<file path="src/cfsc_pkg.sv">
package cfsc_pkg;

  // Register port geometry
  localparam int CFSC_ADDR_W = 8;
  localparam int CFSC_PRI_W  = 3;

  // Register byte offsets
  localparam logic [7:0] CFSC_HARD_STAT_OFF  = 8'h00;
  localparam logic [7:0] CFSC_MM_STAT_OFF    = 8'h04;
  localparam logic [7:0] CFSC_BUS_STAT_OFF   = 8'h08;
  localparam logic [7:0] CFSC_USE_STAT_OFF   = 8'h0c;
  localparam logic [7:0] CFSC_MM_ADDR_OFF    = 8'h10;
  localparam logic [7:0] CFSC_BUS_ADDR_OFF   = 8'h14;
  localparam logic [7:0] CFSC_HCTRL_OFF      = 8'h18;
  localparam logic [7:0] CFSC_SYSTEM_CONTROL_OFF    = 8'h1c;
  localparam logic [7:0] CFSC_STATE_OFF      = 8'h20;

  // Hard fault status bits
  localparam int CFSC_HS_VECTOR_READ_FLAG   = 0;
  localparam int CFSC_HS_ESCALATED_FLAG = 1;
  // Memory management status bits
  localparam int CFSC_MS_INSTR  = 0;
  localparam int CFSC_MS_DATA   = 1;
  localparam int CFSC_MS_STACK  = 2;
  localparam int CFSC_MS_UNSTK  = 3;
  // Bus fault status bits
  localparam int CFSC_BS_STACK  = 0;
  localparam int CFSC_BS_UNSTK  = 1;
  localparam int CFSC_BS_PREF   = 2;
  localparam int CFSC_BS_PREC   = 3;
  localparam int CFSC_BS_IMPR   = 4;
  // Usage fault status bits
  localparam int CFSC_US_NO_COPROCESSOR   = 0;
  localparam int CFSC_US_UNDEFINED_INSTRUCTION  = 1;
  localparam int CFSC_US_INVST  = 2;
  localparam int CFSC_US_INVALID_RETURN_VALUE  = 3;
  localparam int CFSC_US_UNAL   = 4;
  localparam int CFSC_US_DIVIDE_BY_ZERO   = 5;
  // Handler control fields
  localparam int CFSC_HC_MM_EN  = 0;
  localparam int CFSC_HC_BUS_EN = 1;
  localparam int CFSC_HC_US_EN  = 2;
  localparam int CFSC_HC_MM_PRI = 8;
  localparam int CFSC_HC_BS_PRI = 12;
  localparam int CFSC_HC_US_PRI = 16;
  localparam logic [31:0] CFSC_HCTRL_RST = 32'h0000_0000;
  // System control fields
  localparam int CFSC_SC_EXIT   = 1;
  localparam int CFSC_SC_DEEP   = 2;
  localparam int CFSC_SC_SEVP   = 4;
  localparam logic [31:0] CFSC_SYSTEM_CONTROL_RST = 32'h0000_0000;
  // State register bits
  localparam int CFSC_ST_LOCK   = 0;
  localparam int CFSC_ST_SLEEP  = 1;
  localparam int CFSC_ST_DEEP   = 2;
  localparam int CFSC_ST_HOLD   = 3;
  localparam int CFSC_ST_EVENT  = 4;

  // Exception return value checks
  localparam logic [27:0] CFSC_RET_TOP = 28'hfff_ffff;
  localparam logic [3:0]  CFSC_RET_HND = 4'h1;
  localparam logic [3:0]  CFSC_RET_TMS = 4'h9;
  localparam logic [3:0]  CFSC_RET_TPS = 4'hd;

  // Fault reports from pipeline and bus, one-cycle pulses
  typedef struct packed {
    logic        vec_bus_err;
    logic        mm_instr;
    logic        mm_data;
    logic        mm_stack;
    logic        mm_unstack;
    logic        non_executable;
    logic        bus_stack;
    logic        bus_unstack;
    logic        bus_prefetch;
    logic        bus_precise;
    logic        bus_imprecise;
    logic        no_coprocessor;
    logic        undefined_instruction;
    logic        bad_isa_select;
    logic        continuation_bad_ret;
    logic        ret_load;
    logic        unaligned_access;
    logic        divide_by_zero;
    logic [31:0] exception_return_value;
    logic [31:0] addr;
  } cfsc_fault_t;

  // Execution context of the core
  typedef struct packed {
    logic in_nmi;
    logic in_hard;
    logic bus_entry;
  } cfsc_ctx_t;

  typedef enum logic [2:0] {
    CFSC_H_NONE, CFSC_H_HARD, CFSC_H_MM, CFSC_H_BUS, CFSC_H_USAGE
  } cfsc_handler_t;

  typedef enum logic {CFSC_RUN, CFSC_SLEEP} cfsc_sleep_t;

  // Accepts only the permitted return encodings
  function automatic logic cfsc_ret_valid(input logic [31:0] v);
    cfsc_ret_valid = (v[31:4] == CFSC_RET_TOP) &&
                     (v[3:0] == CFSC_RET_HND || v[3:0] == CFSC_RET_TMS || v[3:0] == CFSC_RET_TPS);
  endfunction

endpackage

</file>
<file path="src/cfsc_route.sv">
`timescale 1ns/1ps
`default_nettype none
module cfsc_route
  import cfsc_pkg::*;
#(
  parameter int PRI_W = CFSC_PRI_W
) (
  // Fault groups
  input  wire logic             hard_i,
  input  wire logic             mm_i,
  input  wire logic             bus_i,
  input  wire logic             bus_stack_i,
  input  wire logic             use_i,
  // Configuration
  input  wire logic [2:0]       en_i,
  input  wire logic [PRI_W-1:0] mm_pri_i,
  input  wire logic [PRI_W-1:0] bus_pri_i,
  input  wire logic [PRI_W-1:0] use_pri_i,
  // Context
  input  wire logic [PRI_W:0]   exec_pri_i,
  input  wire cfsc_ctx_t        ctx_i,
  // Decision
  output cfsc_handler_t         handler_o,
  output logic                  escalated_flag_o,
  output logic                  lockup_o
);

  // A fault escalates when disabled or unable to preempt
  function automatic logic escalates(input logic en, input logic [PRI_W-1:0] pri, input logic [PRI_W:0] cur);
    escalates = !en || ({1'b0, pri} >= cur);
  endfunction

  logic esc_mm;
  logic esc_bus;
  logic esc_use;
  logic need_hard;

  // Escalation of configurable faults
  assign esc_mm    = mm_i && escalates(en_i[0], mm_pri_i, exec_pri_i);       // see RL9 see RL10
  assign esc_bus   = bus_i && escalates(en_i[1], bus_pri_i, exec_pri_i)
                     && !(bus_stack_i && ctx_i.bus_entry && en_i[1]);         // see RL11
  assign esc_use   = use_i && escalates(en_i[2], use_pri_i, exec_pri_i);     // see RL9 see RL10
  assign escalated_flag_o  = esc_mm || esc_bus || esc_use;                            // see RL2
  assign need_hard = hard_i || escalated_flag_o || ((mm_i || bus_i || use_i) && (ctx_i.in_nmi || ctx_i.in_hard));

  // Hard fault in NMI or hard handler locks; otherwise hard preempts all else
  always_comb begin
    lockup_o  = need_hard && (ctx_i.in_nmi || ctx_i.in_hard);                 // see RL14
    handler_o = CFSC_H_NONE;
    if (lockup_o) begin
      handler_o = CFSC_H_NONE;
    end else if (need_hard) begin
      handler_o = CFSC_H_HARD;                                                // see RL12
    end else if (mm_i) begin
      handler_o = CFSC_H_MM;                                                  // see RL3
    end else if (bus_i) begin
      handler_o = CFSC_H_BUS;                                                 // see RL5
    end else if (use_i) begin
      handler_o = CFSC_H_USAGE;                                               // see RL6
    end
  end

endmodule
`default_nettype wire

</file>
<file path="src/cfsc_core.sv">
// The address map and the strobed register port are this design's own decisions.
`timescale 1ns/1ps
`default_nettype none
// What this block does
// RL1: Raise faults for bus, internal, protection errors
// RL2: Vector bus error sets vector flag; escalation escalated_flag
// RL3: Memory map mismatches set per-case flags
// RL4: Non-executable fetch flags instruction violation always
// RL5: Bus errors set per-case bus flags
// RL6: Usage errors set per-case usage flags
// RL7: Bad instruction set or continuation return
// RL8: Configurable priority and enable per handler
// RL9: Equal or lower priority fault escalates
// RL10: Disabled handler fault escalates to hard
// RL11: Bus fault entry stacking never escalates while the bus handler is enabled
// RL12: Hard fault preempts all but reset, NMI
// RL13: Capture address for memory and bus faults
// RL14: Hard fault in NMI or hard locks
// RL15: Lockup from NMI left only by reset
// RL16: Sleep stops core; deep stops all clocks
// RL17: Wait-for-interrupt sleeps unless wake pending
// RL18: Wait-for-event tests and clears event bit
// RL19: Event bit set by send-event, hidden
// RL20: Sleep-on-exit sleeps after handler return
// RL21: Wake on exception; mask defers handler
// RL22: Pend wakes from event wait when enabled
// RL23: Only permitted return values are valid
// RL24: Status flags stay until software clears
module cfsc_core
  import cfsc_pkg::*;
#(
  parameter int PRI_W = CFSC_PRI_W
) (
  // Clock and reset
  input  wire logic                   core_clk_i,
  input  wire logic                   reset_i,
  // Register port
  input  wire logic [CFSC_ADDR_W-1:0] reg_addr_i,
  input  wire logic [31:0]            reg_wdata_i,
  input  wire logic                   reg_wr_i,
  input  wire logic                   reg_rd_i,
  output logic      [31:0]            reg_rdata_o,
  // Fault reports and context
  input  wire cfsc_fault_t            fault_i,
  input  wire cfsc_ctx_t              ctx_i,
  input  wire logic [PRI_W:0]         exec_pri_i,
  input  wire logic                   nmi_i,
  // Sleep and wake inputs
  input  wire logic                   wfi_i,
  input  wire logic                   wfe_i,
  input  wire logic                   sev_i,
  input  wire logic                   handler_done_i,
  input  wire logic                   wake_exc_i,
  input  wire logic                   new_pend_i,
  input  wire logic                   primary_interrupt_mask_i,
  input  wire logic                   fault_mask_a_i,
  // Fault handler steering
  output cfsc_handler_t               handler_req_o,
  output logic                        lockup_o,
  output logic                        handler_hold_o,
  // Clock control
  output logic                        proc_clk_en_o,
  output logic                        sys_clk_en_o,
  output logic                        pll_en_o,
  output logic                        flash_en_o
);

  // Elaboration check on priority width
  if (PRI_W < 1 || PRI_W > 4) begin : g_bad_pri
    $error("PRI_W must lie in 1..4");
  end

  ////////////////////////////////////////////////////////////////////////////
  // Registers and decode

  logic [1:0]    hard_stat_ff;
  logic [3:0]    mm_stat_ff;
  logic [4:0]    bus_stat_ff;
  logic [5:0]    use_stat_ff;
  logic [31:0]   mm_addr_ff;
  logic [31:0]   bus_addr_ff;
  logic [31:0]   hctrl_ff;
  logic [31:0]   system_control_ff;
  logic [31:0]   rdata_ff;
  logic          lock_ff;
  logic          lock_nmi_ff;
  logic          event_ff;
  logic          deep_ff;
  logic          by_wfe_ff;
  logic          hold_ff;
  cfsc_sleep_t   sleep_ff;
  cfsc_handler_t handler_ff;
  cfsc_handler_t route_handler;
  logic          route_escalated_flag;
  logic          route_lock;

  // Write-one-to-clear mask for a status register
  function automatic logic [31:0] w1c(input logic [7:0] off);
    w1c = (reg_wr_i && reg_addr_i == off) ? reg_wdata_i : 32'h0000_0000;
  endfunction

  ////////////////////////////////////////////////////////////////////////////
  // Fault classification

  logic [3:0] mm_set;
  logic [4:0] bus_set;
  logic [5:0] use_set;
  logic [1:0] hard_set;
  logic       inv_ret;
  logic       active;

  // Faults are ignored while the core is locked
  assign active  = !lock_ff;
  assign inv_ret = fault_i.ret_load && !cfsc_ret_valid(fault_i.exception_return_value); // see RL23

  // Per-case status sets
  assign mm_set[CFSC_MS_INSTR]   = fault_i.mm_instr || fault_i.non_executable;    // see RL4 see RL1
  assign mm_set[CFSC_MS_DATA]    = fault_i.mm_data;                               // see RL3
  assign mm_set[CFSC_MS_STACK]   = fault_i.mm_stack;                              // see RL3
  assign mm_set[CFSC_MS_UNSTK]   = fault_i.mm_unstack;                            // see RL3
  assign bus_set[CFSC_BS_STACK]  = fault_i.bus_stack;                             // see RL5
  assign bus_set[CFSC_BS_UNSTK]  = fault_i.bus_unstack;                           // see RL5
  assign bus_set[CFSC_BS_PREF]   = fault_i.bus_prefetch;                          // see RL5 see RL1
  assign bus_set[CFSC_BS_PREC]   = fault_i.bus_precise;                           // see RL5
  assign bus_set[CFSC_BS_IMPR]   = fault_i.bus_imprecise;                         // see RL5
  assign use_set[CFSC_US_NO_COPROCESSOR]   = fault_i.no_coprocessor;                        // see RL6
  assign use_set[CFSC_US_UNDEFINED_INSTRUCTION]  = fault_i.undefined_instruction;                 // see RL6 see RL1
  assign use_set[CFSC_US_INVST]  = fault_i.bad_isa_select || fault_i.continuation_bad_ret; // see RL7
  assign use_set[CFSC_US_INVALID_RETURN_VALUE]  = inv_ret;                                       // see RL6
  assign use_set[CFSC_US_UNAL]   = fault_i.unaligned_access;                      // see RL6
  assign use_set[CFSC_US_DIVIDE_BY_ZERO]   = fault_i.divide_by_zero;                        // see RL6
  assign hard_set[CFSC_HS_VECTOR_READ_FLAG]  = fault_i.vec_bus_err;                           // see RL2
  assign hard_set[CFSC_HS_ESCALATED_FLAG] = route_escalated_flag;                                 // see RL2

  // Routing with escalation
  cfsc_route #(
    .PRI_W (PRI_W)
  ) u_route (
    .hard_i      (active && fault_i.vec_bus_err),
    .mm_i        (active && (|mm_set)),
    .bus_i       (active && (|bus_set)),
    .bus_stack_i (fault_i.bus_stack),
    .use_i       (active && (|use_set)),
    .en_i        (hctrl_ff[CFSC_HC_US_EN:CFSC_HC_MM_EN]),                         // see RL8
    .mm_pri_i    (hctrl_ff[CFSC_HC_MM_PRI +: PRI_W]),                             // see RL8
    .bus_pri_i   (hctrl_ff[CFSC_HC_BS_PRI +: PRI_W]),
    .use_pri_i   (hctrl_ff[CFSC_HC_US_PRI +: PRI_W]),
    .exec_pri_i  (exec_pri_i),
    .ctx_i       (ctx_i),
    .handler_o   (route_handler),
    .escalated_flag_o    (route_escalated_flag),
    .lockup_o    (route_lock)
  );

  ////////////////////////////////////////////////////////////////////////////
  // Status and address registers

  // Sticky flags; a new set wins over a clear in the same cycle
  always_ff @(posedge core_clk_i) begin
    if (reset_i) begin
      hard_stat_ff <= 2'h0;
      mm_stat_ff   <= 4'h0;
      bus_stat_ff  <= 5'h00;
      use_stat_ff  <= 6'h00;
    end else if (active) begin
      hard_stat_ff <= 2'((hard_stat_ff & ~w1c(CFSC_HARD_STAT_OFF)) | hard_set); // see RL24
      mm_stat_ff   <= 4'((mm_stat_ff & ~w1c(CFSC_MM_STAT_OFF)) | mm_set);       // see RL24
      bus_stat_ff  <= 5'((bus_stat_ff & ~w1c(CFSC_BUS_STAT_OFF)) | bus_set);    // see RL24
      use_stat_ff  <= 6'((use_stat_ff & ~w1c(CFSC_USE_STAT_OFF)) | use_set);    // see RL24
    end else begin
      hard_stat_ff <= 2'(hard_stat_ff & ~w1c(CFSC_HARD_STAT_OFF));
      mm_stat_ff   <= 4'(mm_stat_ff & ~w1c(CFSC_MM_STAT_OFF));
      bus_stat_ff  <= 5'(bus_stat_ff & ~w1c(CFSC_BUS_STAT_OFF));
      use_stat_ff  <= 6'(use_stat_ff & ~w1c(CFSC_USE_STAT_OFF));
    end
  end

  // Address of the faulting access; imprecise errors carry none
  always_ff @(posedge core_clk_i) begin
    if (reset_i) begin
      mm_addr_ff  <= 32'h0000_0000;
      bus_addr_ff <= 32'h0000_0000;
    end else if (active) begin
      if (|mm_set) begin
        mm_addr_ff <= fault_i.addr;                                            // see RL13
      end
      if (|bus_set[CFSC_BS_PREC:CFSC_BS_STACK]) begin
        bus_addr_ff <= fault_i.addr;                                           // see RL13
      end
    end
  end

  // Software configuration registers
  always_ff @(posedge core_clk_i) begin
    if (reset_i) begin
      hctrl_ff   <= CFSC_HCTRL_RST;
      system_control_ff <= CFSC_SYSTEM_CONTROL_RST;
    end else if (reg_wr_i) begin
      if (reg_addr_i == CFSC_HCTRL_OFF) begin
        hctrl_ff <= reg_wdata_i;                                               // see RL8
      end
      if (reg_addr_i == CFSC_SYSTEM_CONTROL_OFF) begin
        system_control_ff <= reg_wdata_i;
      end
    end
  end

  // Read data, one cycle after the strobe; unmapped reads zero
  always_ff @(posedge core_clk_i) begin
    if (reset_i) begin
      rdata_ff <= 32'h0000_0000;
    end else if (reg_rd_i) begin
      case (reg_addr_i)
        CFSC_HARD_STAT_OFF: rdata_ff <= {30'h0, hard_stat_ff};
        CFSC_MM_STAT_OFF:   rdata_ff <= {28'h0, mm_stat_ff};
        CFSC_BUS_STAT_OFF:  rdata_ff <= {27'h0, bus_stat_ff};
        CFSC_USE_STAT_OFF:  rdata_ff <= {26'h0, use_stat_ff};
        CFSC_MM_ADDR_OFF:   rdata_ff <= mm_addr_ff;
        CFSC_BUS_ADDR_OFF:  rdata_ff <= bus_addr_ff;
        CFSC_HCTRL_OFF:     rdata_ff <= hctrl_ff;
        CFSC_SYSTEM_CONTROL_OFF:   rdata_ff <= system_control_ff;
        CFSC_STATE_OFF:     rdata_ff <= {28'h0, hold_ff, deep_ff, sleep_ff == CFSC_SLEEP, lock_ff};
        default:            rdata_ff <= 32'h0000_0000;
      endcase
    end else begin
      rdata_ff <= 32'h0000_0000;
    end
  end

  ////////////////////////////////////////////////////////////////////////////
  // Handler request and lockup

  // One-cycle handler request pulse
  always_ff @(posedge core_clk_i) begin
    if (reset_i) begin
      handler_ff <= CFSC_H_NONE;
    end else begin
      handler_ff <= route_handler;
    end
  end

  // Lockup; a lockup entered from NMI ignores later NMIs
  always_ff @(posedge core_clk_i) begin
    if (reset_i) begin
      lock_ff     <= 1'b0;
      lock_nmi_ff <= 1'b0;
    end else if (!lock_ff && route_lock) begin
      lock_ff     <= 1'b1;                                                     // see RL14
      lock_nmi_ff <= ctx_i.in_nmi;
    end else if (lock_ff && nmi_i && !lock_nmi_ff) begin
      lock_ff     <= 1'b0;                                                     // see RL14 see RL15
    end
  end

  ////////////////////////////////////////////////////////////////////////////
  // Sleep control

  logic set_event;
  logic wake;

  assign set_event = sev_i || (system_control_ff[CFSC_SC_SEVP] && new_pend_i);        // see RL19 see RL22
  assign wake = wake_exc_i || (by_wfe_ff && event_ff);                         // see RL21 see RL22

  // Event bit; hidden from software, a set wins over a clear
  always_ff @(posedge core_clk_i) begin
    if (reset_i) begin
      event_ff <= 1'b0;
    end else if (set_event) begin
      event_ff <= 1'b1;                                                        // see RL19
    end else if (sleep_ff == CFSC_RUN && wfe_i && active) begin
      event_ff <= 1'b0;                                                        // see RL18
    end else if (sleep_ff == CFSC_SLEEP && by_wfe_ff && event_ff) begin
      event_ff <= 1'b0;
    end
  end

  // Sleep state machine
  always_ff @(posedge core_clk_i) begin
    if (reset_i) begin
      sleep_ff  <= CFSC_RUN;
      deep_ff   <= 1'b0;
      by_wfe_ff <= 1'b0;
    end else begin
      case (sleep_ff)
        CFSC_RUN: begin
          if (active && ((wfi_i && !wake_exc_i) ||                             // see RL17
                         (wfe_i && !event_ff) ||                               // see RL18
                         (handler_done_i && system_control_ff[CFSC_SC_EXIT]))) begin  // see RL20
            sleep_ff  <= CFSC_SLEEP;
            deep_ff   <= system_control_ff[CFSC_SC_DEEP];                             // see RL16
            by_wfe_ff <= wfe_i;
          end
        end
        CFSC_SLEEP: begin
          if (wake) begin
            sleep_ff  <= CFSC_RUN;
            deep_ff   <= 1'b0;
            by_wfe_ff <= 1'b0;
          end
        end
        default: begin
          sleep_ff <= CFSC_RUN;
        end
      endcase
    end
  end

  // Handler held back after a wake while the primary mask is set
  always_ff @(posedge core_clk_i) begin
    if (reset_i) begin
      hold_ff <= 1'b0;
    end else if (sleep_ff == CFSC_SLEEP && wake_exc_i && primary_interrupt_mask_i && !fault_mask_a_i) begin
      hold_ff <= 1'b1;                                                         // see RL21
    end else if (!primary_interrupt_mask_i) begin
      hold_ff <= 1'b0;
    end
  end

  // Outputs
  assign reg_rdata_o    = rdata_ff;
  assign handler_req_o  = handler_ff;
  assign lockup_o       = lock_ff;
  assign handler_hold_o = hold_ff;
  assign proc_clk_en_o  = (sleep_ff == CFSC_RUN);                              // see RL16
  assign sys_clk_en_o   = !deep_ff;                                            // see RL16
  assign pll_en_o       = !deep_ff;
  assign flash_en_o     = !deep_ff;
endmodule
`default_nettype wire

</file>
<file path="config.mk">
export PLATFORM = sky130hd
export DESIGN_NAME = cfsc_core
export DESIGN_NICKNAME = d
export VERILOG_FILES = /design/src/cfsc_pkg.sv /design/src/cfsc_route.sv /design/src/cfsc_core.sv
export SDC_FILE = /design/constraint.sdc
export NUM_CORES = 1
export LEC_CHECK = 0
export BUFFER_PORTS_ARGS = -buffer_cell sky130_fd_sc_hd__buf_4
export CORE_AREA = 5 5 131 133
export DETAILED_ROUTE_END_ITERATION = 10
export DIE_AREA = 0 0 136 138
export GPL_ROUTABILITY_DRIVEN = 0
export HOLD_SLACK_MARGIN = 0.08
export PLACE_DENSITY_LB_ADDON = 0.1
export SKIP_CTS_REPAIR_TIMING = 1
export SKIP_LAST_GASP = 1
export SYNTH_ARGS = -nofsm -noshare
export SYNTH_HDL_FRONTEND = slang
export SYNTH_SLANG_ARGS = --single-unit
</file>
<file path="constraint.sdc">
create_clock -name core_clk_i -period 3.1 [get_ports core_clk_i]
set_input_delay 0.31 -clock core_clk_i [delete_from_list [all_inputs] [get_ports core_clk_i]]
set_output_delay 0.31 -clock core_clk_i [all_outputs]
set_load 0.02 [all_outputs]
</file>
==> results of run 1 <==
==> per-stage QoR <==
| step | power [W] | utilization [%] |
|---|---|---|
| after global placement | 0.003053 | 58.17 |
| after detailed placement | 0.003062 | 58.17 |
| after floorplan | 0.002799 | - |
| after global routing | 0.005272 | 61.76 |
| after CTS | 0.005123 | 61.76 |
| final | 0.005101 | 61.76 |
==> state kept, by name, indices dropped and copies added, names as in the netlist, 3 cells and up <==
| signal | count |
|---|---|
| hctrl_ff | 32 |
| mm_stat_ff | 4 |
| use_stat_ff | 6 |
| system_control_ff | 32 |
| bus_stat_ff | 5 |
| mm_addr_ff | 32 |
| bus_addr_ff | 32 |
| reg_rdata_o | 32 |
| handler_req_o | 3 |
==> critical path: cells and delay by family, from the launching register on <==
kind            cells  cell delay, ns
buf+inv             1            0.06
simple gates        2            0.30
flops               1            0.39
fa+ha+maj           1            0.26
compound gates      4            1.03
==> metal layers <==
| metal | part of all wire [%] | up-vias |
|---|---|---|
| li1 | - | 3593 |
| met1 | 42 | 3469 |
| met2 | 47 | 310 |
| met3 | 8.6 | 35 |
| met4 | 2.0 | 0 |
| met5 | 0 | - |
==> how the worst max path moves through the flow <==
stage	start	slack, ns	end	cells past startpoint
floorplan	lockup_o	1.21	lock_nmi_ff	6
global placement	reg_addr_i[3]	0.79	reg_rdata_o[3]	6
detailed placement	reg_addr_i[3]	0.74	reg_rdata_o[2]	6
CTS	hctrl_ff[12]	0.95	lock_nmi_ff	8
global route	hctrl_ff[16]	0.82	lockup_o	8
finish	hctrl_ff[8]	0.96	lock_nmi_ff	8
==> cells by family after synthesis <==
logic type | count (synthesis) | share of synthesized area, %
and+or+nand+nor | 404 | 22.45
DFF | 187 | 49.18
buffers and inverters | 87 | 4.701
muxes | 3 | 0.3945
adders and majority gates | 9 | 1.479
AOI/OAI and AO/OA | 263 | 21.79
==> placed cells by master, fill, tap and decap left out, types with 3 or more instances in the layout <==
cell type   synthesis  final
clkbuf_16           0     17
a222oi_1           29     29
a31oi_1             7      7
mux2i_1             3      3
o21ai_0             8      8
o31ai_1             4      4
dfxtp_1           187    187
nor3_1              8      8
a211oi_1            4      4
ha_1                9      9
a22oi_1            15     15
nand3_1             5      5
nand2_1           316    316
clkinvlp_4          0      3
nand4_1             8      8
nor2_1             33     31
clkbuf_1           47      3
and3_1              4      4
and2_1              5      6
clkbuf_8            0      3
nand2b_1            4      4
a221oi_1            5      5
buf_4               4    202
inv_1              17     17
a21oi_1           173    173
==> final cells by class <==
| type | instances | area (µm²) |
|---|---|---|
| Clock buffer | 23 | 478.0 |
| Inverter | 17 | 63.81 |
| Fill cell | 1467 | 6008 |
| Timing Repair Buffer | 202 | 1516 |
| Tap cell | 216 | 270.3 |
| Sequential cell | 187 | 3744 |
| Multi-Input combinational cell | 679 | 3546 |
| Clock inverter | 8 | 86.33 |
==> power by group through the flow <==
stage	clock network [W]	registers, W	logic, W
6_report	0.00209	0.00253	0.000477
5_1_grt	0.00221	0.00254	0.000520
4_1_cts	0.00211	0.00253	0.000476
3_5_place_dp	0	0.00259	0.000475
3_3_place_gp	0	0.00259	0.000468
2_1_floorplan	0	0.00257	0.000229
==> metrics, run 1 <==
status=finished, final reports clean; fmax=466.6 MHz; syn_area_per_cell=7.988 µm²; Area growth syn-to-layout=27.48%; Worst Path Required=3.41 ns; CTS H-Tree Depth=4; FFs w/ async S/R, synth=0%; TritonCTS Buffers=17; initial antenna violation count=0; NetSw=0.001229 W; Layout Nets=1255; Final setup violation count=0; count leader, synth=nand2_1; area post-placement=9140 µm²; Core Area=15710 µm²; Initial Utilization=48.45%; Hold Worst Slack=0.09748 ns; vias in the first global route=6852; Avg WL per Cell=18.09 µm; M2 GR Usage=39.40%; first-pass GRT wire length=36.76 mm; slowest stage delay, CP=0.39 ns; die width=136 µm; top cells by count, synth=316 x nand2_1, 187 x dfxtp_1, 173 x a21oi_1; Worst Hold End=event_ff; Std-Cell Rows=46; CTS tree=yes; Post-Syn Instances=953; met3 GRT Util=5.806%; latest clock arrival within the worst-skew pair=0.42 ns; Clk pwr share=41.0%; Diodes inserted=0; sequential share of power=49.7%; DRC violations left=0; WHS Path Cells=3; Max Cap Violations=0; aggregate global routing overflow=0; FF-to-FF path depth=8; DR vias=7407; top cells by area, synth=dfxtp_1 49%, nand2_1 16%, a21oi_1 11%; Slew HR=28.06%; Clock transition at path regs=0.07 ns; post-detail-place hpwl=16.40 mm; total power divided by cell area=525.6 nW/µm²; CTS Root Cell=clkbuf_16; Worst IR Drop VDD=0.4428 mV; clk_skew=0.007299 ns; Yosys cell types=55; Cell Area, Synth=7612 µm²; GR peak layer=met2; final slew viol count=0; LEAKAGE=3.752 nW; final std cells w/o fill=1332; placed cells=1301; Die Area=18770 µm²; Primary FF master, synth=dfxtp_1; CTS max path bufs=2; largest net degree at the start of global routing=89; I/O pins=183; Tcrit/Tclk final=69.14%; number of enable flip-flop cells after synthesis=0; buffers added on ports=182; cell taking the most area after synthesis=dfxtp_1; Place WS=0.7387 ns; setup TNS=0 ns; DR vias/cell=5.561; crit-path cells=inv_1, ha_1, nand2b_1, a211oi_1, o31ai_1, a22oi_2, nand3_2, a32o_2; Setup CP Type=flop to flop; worst setup margin=0.9567 ns; Final Hold Vio Count=0; RSZ-0062 raised after global routing=false; critical path capture point type=flop; Switching Share=24.09%; Chip Height=138 µm; layout cells sized above 1=22.49%; combinational share of power=9.3%; crit-path max FO=4; YS warnings=0; sequential-to-total area share from yosys stat=49.18%; CP arrival=2.46 ns; post-layout min period=2.143 ns; Slew @ Worst Pin=1.079 ns; design area=9704 µm²; met1 Usage GRT=32.98%; worst hold start=sev_i; final WL=24.09 mm; FF-to-FF End=lock_nmi_ff; FF+latch count, synth=187; Iteration-0 DRC Markers=762; syn_nets=1104; CP max-delay cell=dfxtp_1; RR Startpoint=hctrl_ff[8]; Synth top area share=49.18%; r2r setup slk=0.96 ns; Total GRT Usage=24.58%; TritonCTS Sinks=187; number of routed nets with antenna violations=0; drt pass-1 iters=6; internal power=0.003872 W; worst hold path type=primary input to flop; crit start category=flop
No activity file was read; power rests on OpenSTA's default activity.
==> inputs of run 2 (changes only) <==
==> constraint.sdc (replaced) <==
create_clock -name core_clk_i -period 2 [get_ports core_clk_i]
set_input_delay 0.2 -clock core_clk_i [delete_from_list [all_inputs] [get_ports core_clk_i]]
set_output_delay 0.2 -clock core_clk_i [all_outputs]
set_load 0.02 [all_outputs]
==> metrics, run 2 (synthesized netlist as in run 1, its figures left out) <==
Area growth syn-to-layout=41.29%; CP arrival=2.22 ns; WP depth=8; setup TNS=0 ns; TritonCTS Sinks=187; number of routed nets with antenna violations=0; critical path capture point type=flop; most frequent cells in the layout=316 x nand2_1, 220 x buf_4, 187 x dfxtp_1; Tcrit/Tclk final=94.88%; Slew @ Worst Pin=0.5396 ns; buffers added on ports=182; Final Util=68.45%; Clock transition at path regs=0.06 ns; crit-path max FO=3; Setup CP Type=flop to flop; latest clock arrival within the worst-skew pair=0.43 ns; Chip Height=138 µm; Total GRT Usage=25.37%; Sequential Area=3744 µm²; Initial Utilization=48.45%; layout cells sized above 1=23.34%; final slew viol count=0; largest net degree at the start of global routing=50; I/O pins=183; Place WS=0.01419 ns; RSZ-0062 raised after global routing=false; Max Cap Violations=0; area of the multi-input gates=3576 µm²; Worst Path Required=2.32 ns; crit-path leading delay family=compound AO/OA/AOI/OAI gates; total power divided by cell area=745.1 nW/µm²; area post-placement=9395 µm²; CTS tree=yes; Avg WL per Cell=17.76 µm; LEAKAGE=4.227 nW; CP max-delay cell=dfxtp_1; Core Area=15710 µm²; final WL=25.47 mm; met3 GRT Util=6.422%; DR vias=7852; r2r setup slk=0.10 ns; CP bufs+invs=1; WHS Path Cells=3; Final Power=0.008013 W; crit-path cells=inv_1, ha_1, nand2b_1, a211oi_2, o31ai_2, a22oi_2, nand3_2, a32o_2; DRC violations left=0; CTS max path bufs=2; Std-Cell Rows=46; Fillers=1310; drt pass-1 iters=9; Worst IR Drop VDD=0.5560 mV; DR vias/cell=5.476; post-layout min period=1.898 ns; Layout Nets=1356; vias in the first global route=7117; status=finished, final reports clean; first-pass GRT wire length=38.03 mm; M2 GR Usage=40.29%; most common cell after layout, fill and taps aside=nand2_1; die width=136 µm; slowest stage delay, CP=0.34 ns; aggregate global routing overflow=0; Die Area=18770 µm²; design area=10760 µm²; crit start category=flop; Final Hold Vio Count=0; Iteration-0 DRC Markers=789; Slew HR=64.03%; CTS H-Tree Depth=4; worst setup margin=0.1025 ns; FF-to-FF path depth=8; initial antenna violation count=1; fmax=527.0 MHz; met1 Usage GRT=33.96%; TritonCTS Buffers=17; CTS Root Cell=clkbuf_16; Final setup violation count=0; clk_skew=0.005616 ns; GR peak layer=met2; post-detail-place hpwl=16.96 mm; worst hold path type=primary input to flop
==> run 2: changes by cell type in the layout (fill, tap and decap cells not counted), moves of 3 or more <==
cell | previous run | this run
buf_12 | 0 | 6
buf_4 | 202 | 220
clkbuf_1 | 3 | 0
clkinv_2 | 1 | 4
dlygate4sd3_1 | 0 | 77
o31ai_1 | 4 | 0
o31ai_2 | 0 | 4
==> run 2: final cells by class <==
cell class,instances,share of cell area [%]
well taps,216,2.513
flip-flops and latches,187,34.81
clock inverters,9,0.5817
repair buffers,303,23.64
inverters,17,0.5933
diodes,1,0.02327
multi-input cells,679,33.25
clock buffers,22,4.595
==> run 2: final timing paths <==
kind                                         to                   from
worst max-delay path                lock_nmi_ff            hctrl_ff[8]
worst min-delay path             use_stat_ff[0]            fault_i[70]
worst max register to register      lock_nmi_ff            hctrl_ff[8]
worst min register to register  reg_rdata_o[26]  system_control_ff[26]
==> run 2: power by group <==
part           total [W]  switching (W)  internal (W)
sequential       0.00392      0.0000717       0.00385
clock            0.00318        0.00143       0.00175
combinational   0.000908       0.000455      0.000453
total            0.00801        0.00196       0.00605
==> run 2: tightest hold or removal path, delay by kind of cell <==
| family | cells | cell delay [ns] |
|---|---|---|
| simple gates | 1 | 0.08 |
| buf+inv | 1 | 0.09 |
| compound gates | 1 | 0.07 |
==> run 2: per-stage QoR <==
stage | cells | hold slack, ns
6_report | 1434 | 0.03618
5_1_grt | 1434 | 0.08085
4_1_cts | 1356 | -0.01766
3_5_place_dp | 1325 | 0.4260
3_3_place_gp | 1325 | 0.4152
2_1_floorplan | 953 | 0.3260
==> run 2: routing by layer <==
layer	vias up	part of all wire [%]
met5	-	0
li1	3799	-
met2	361	47
met1	3652	42
met4	0	2.0
met3	40	9.5
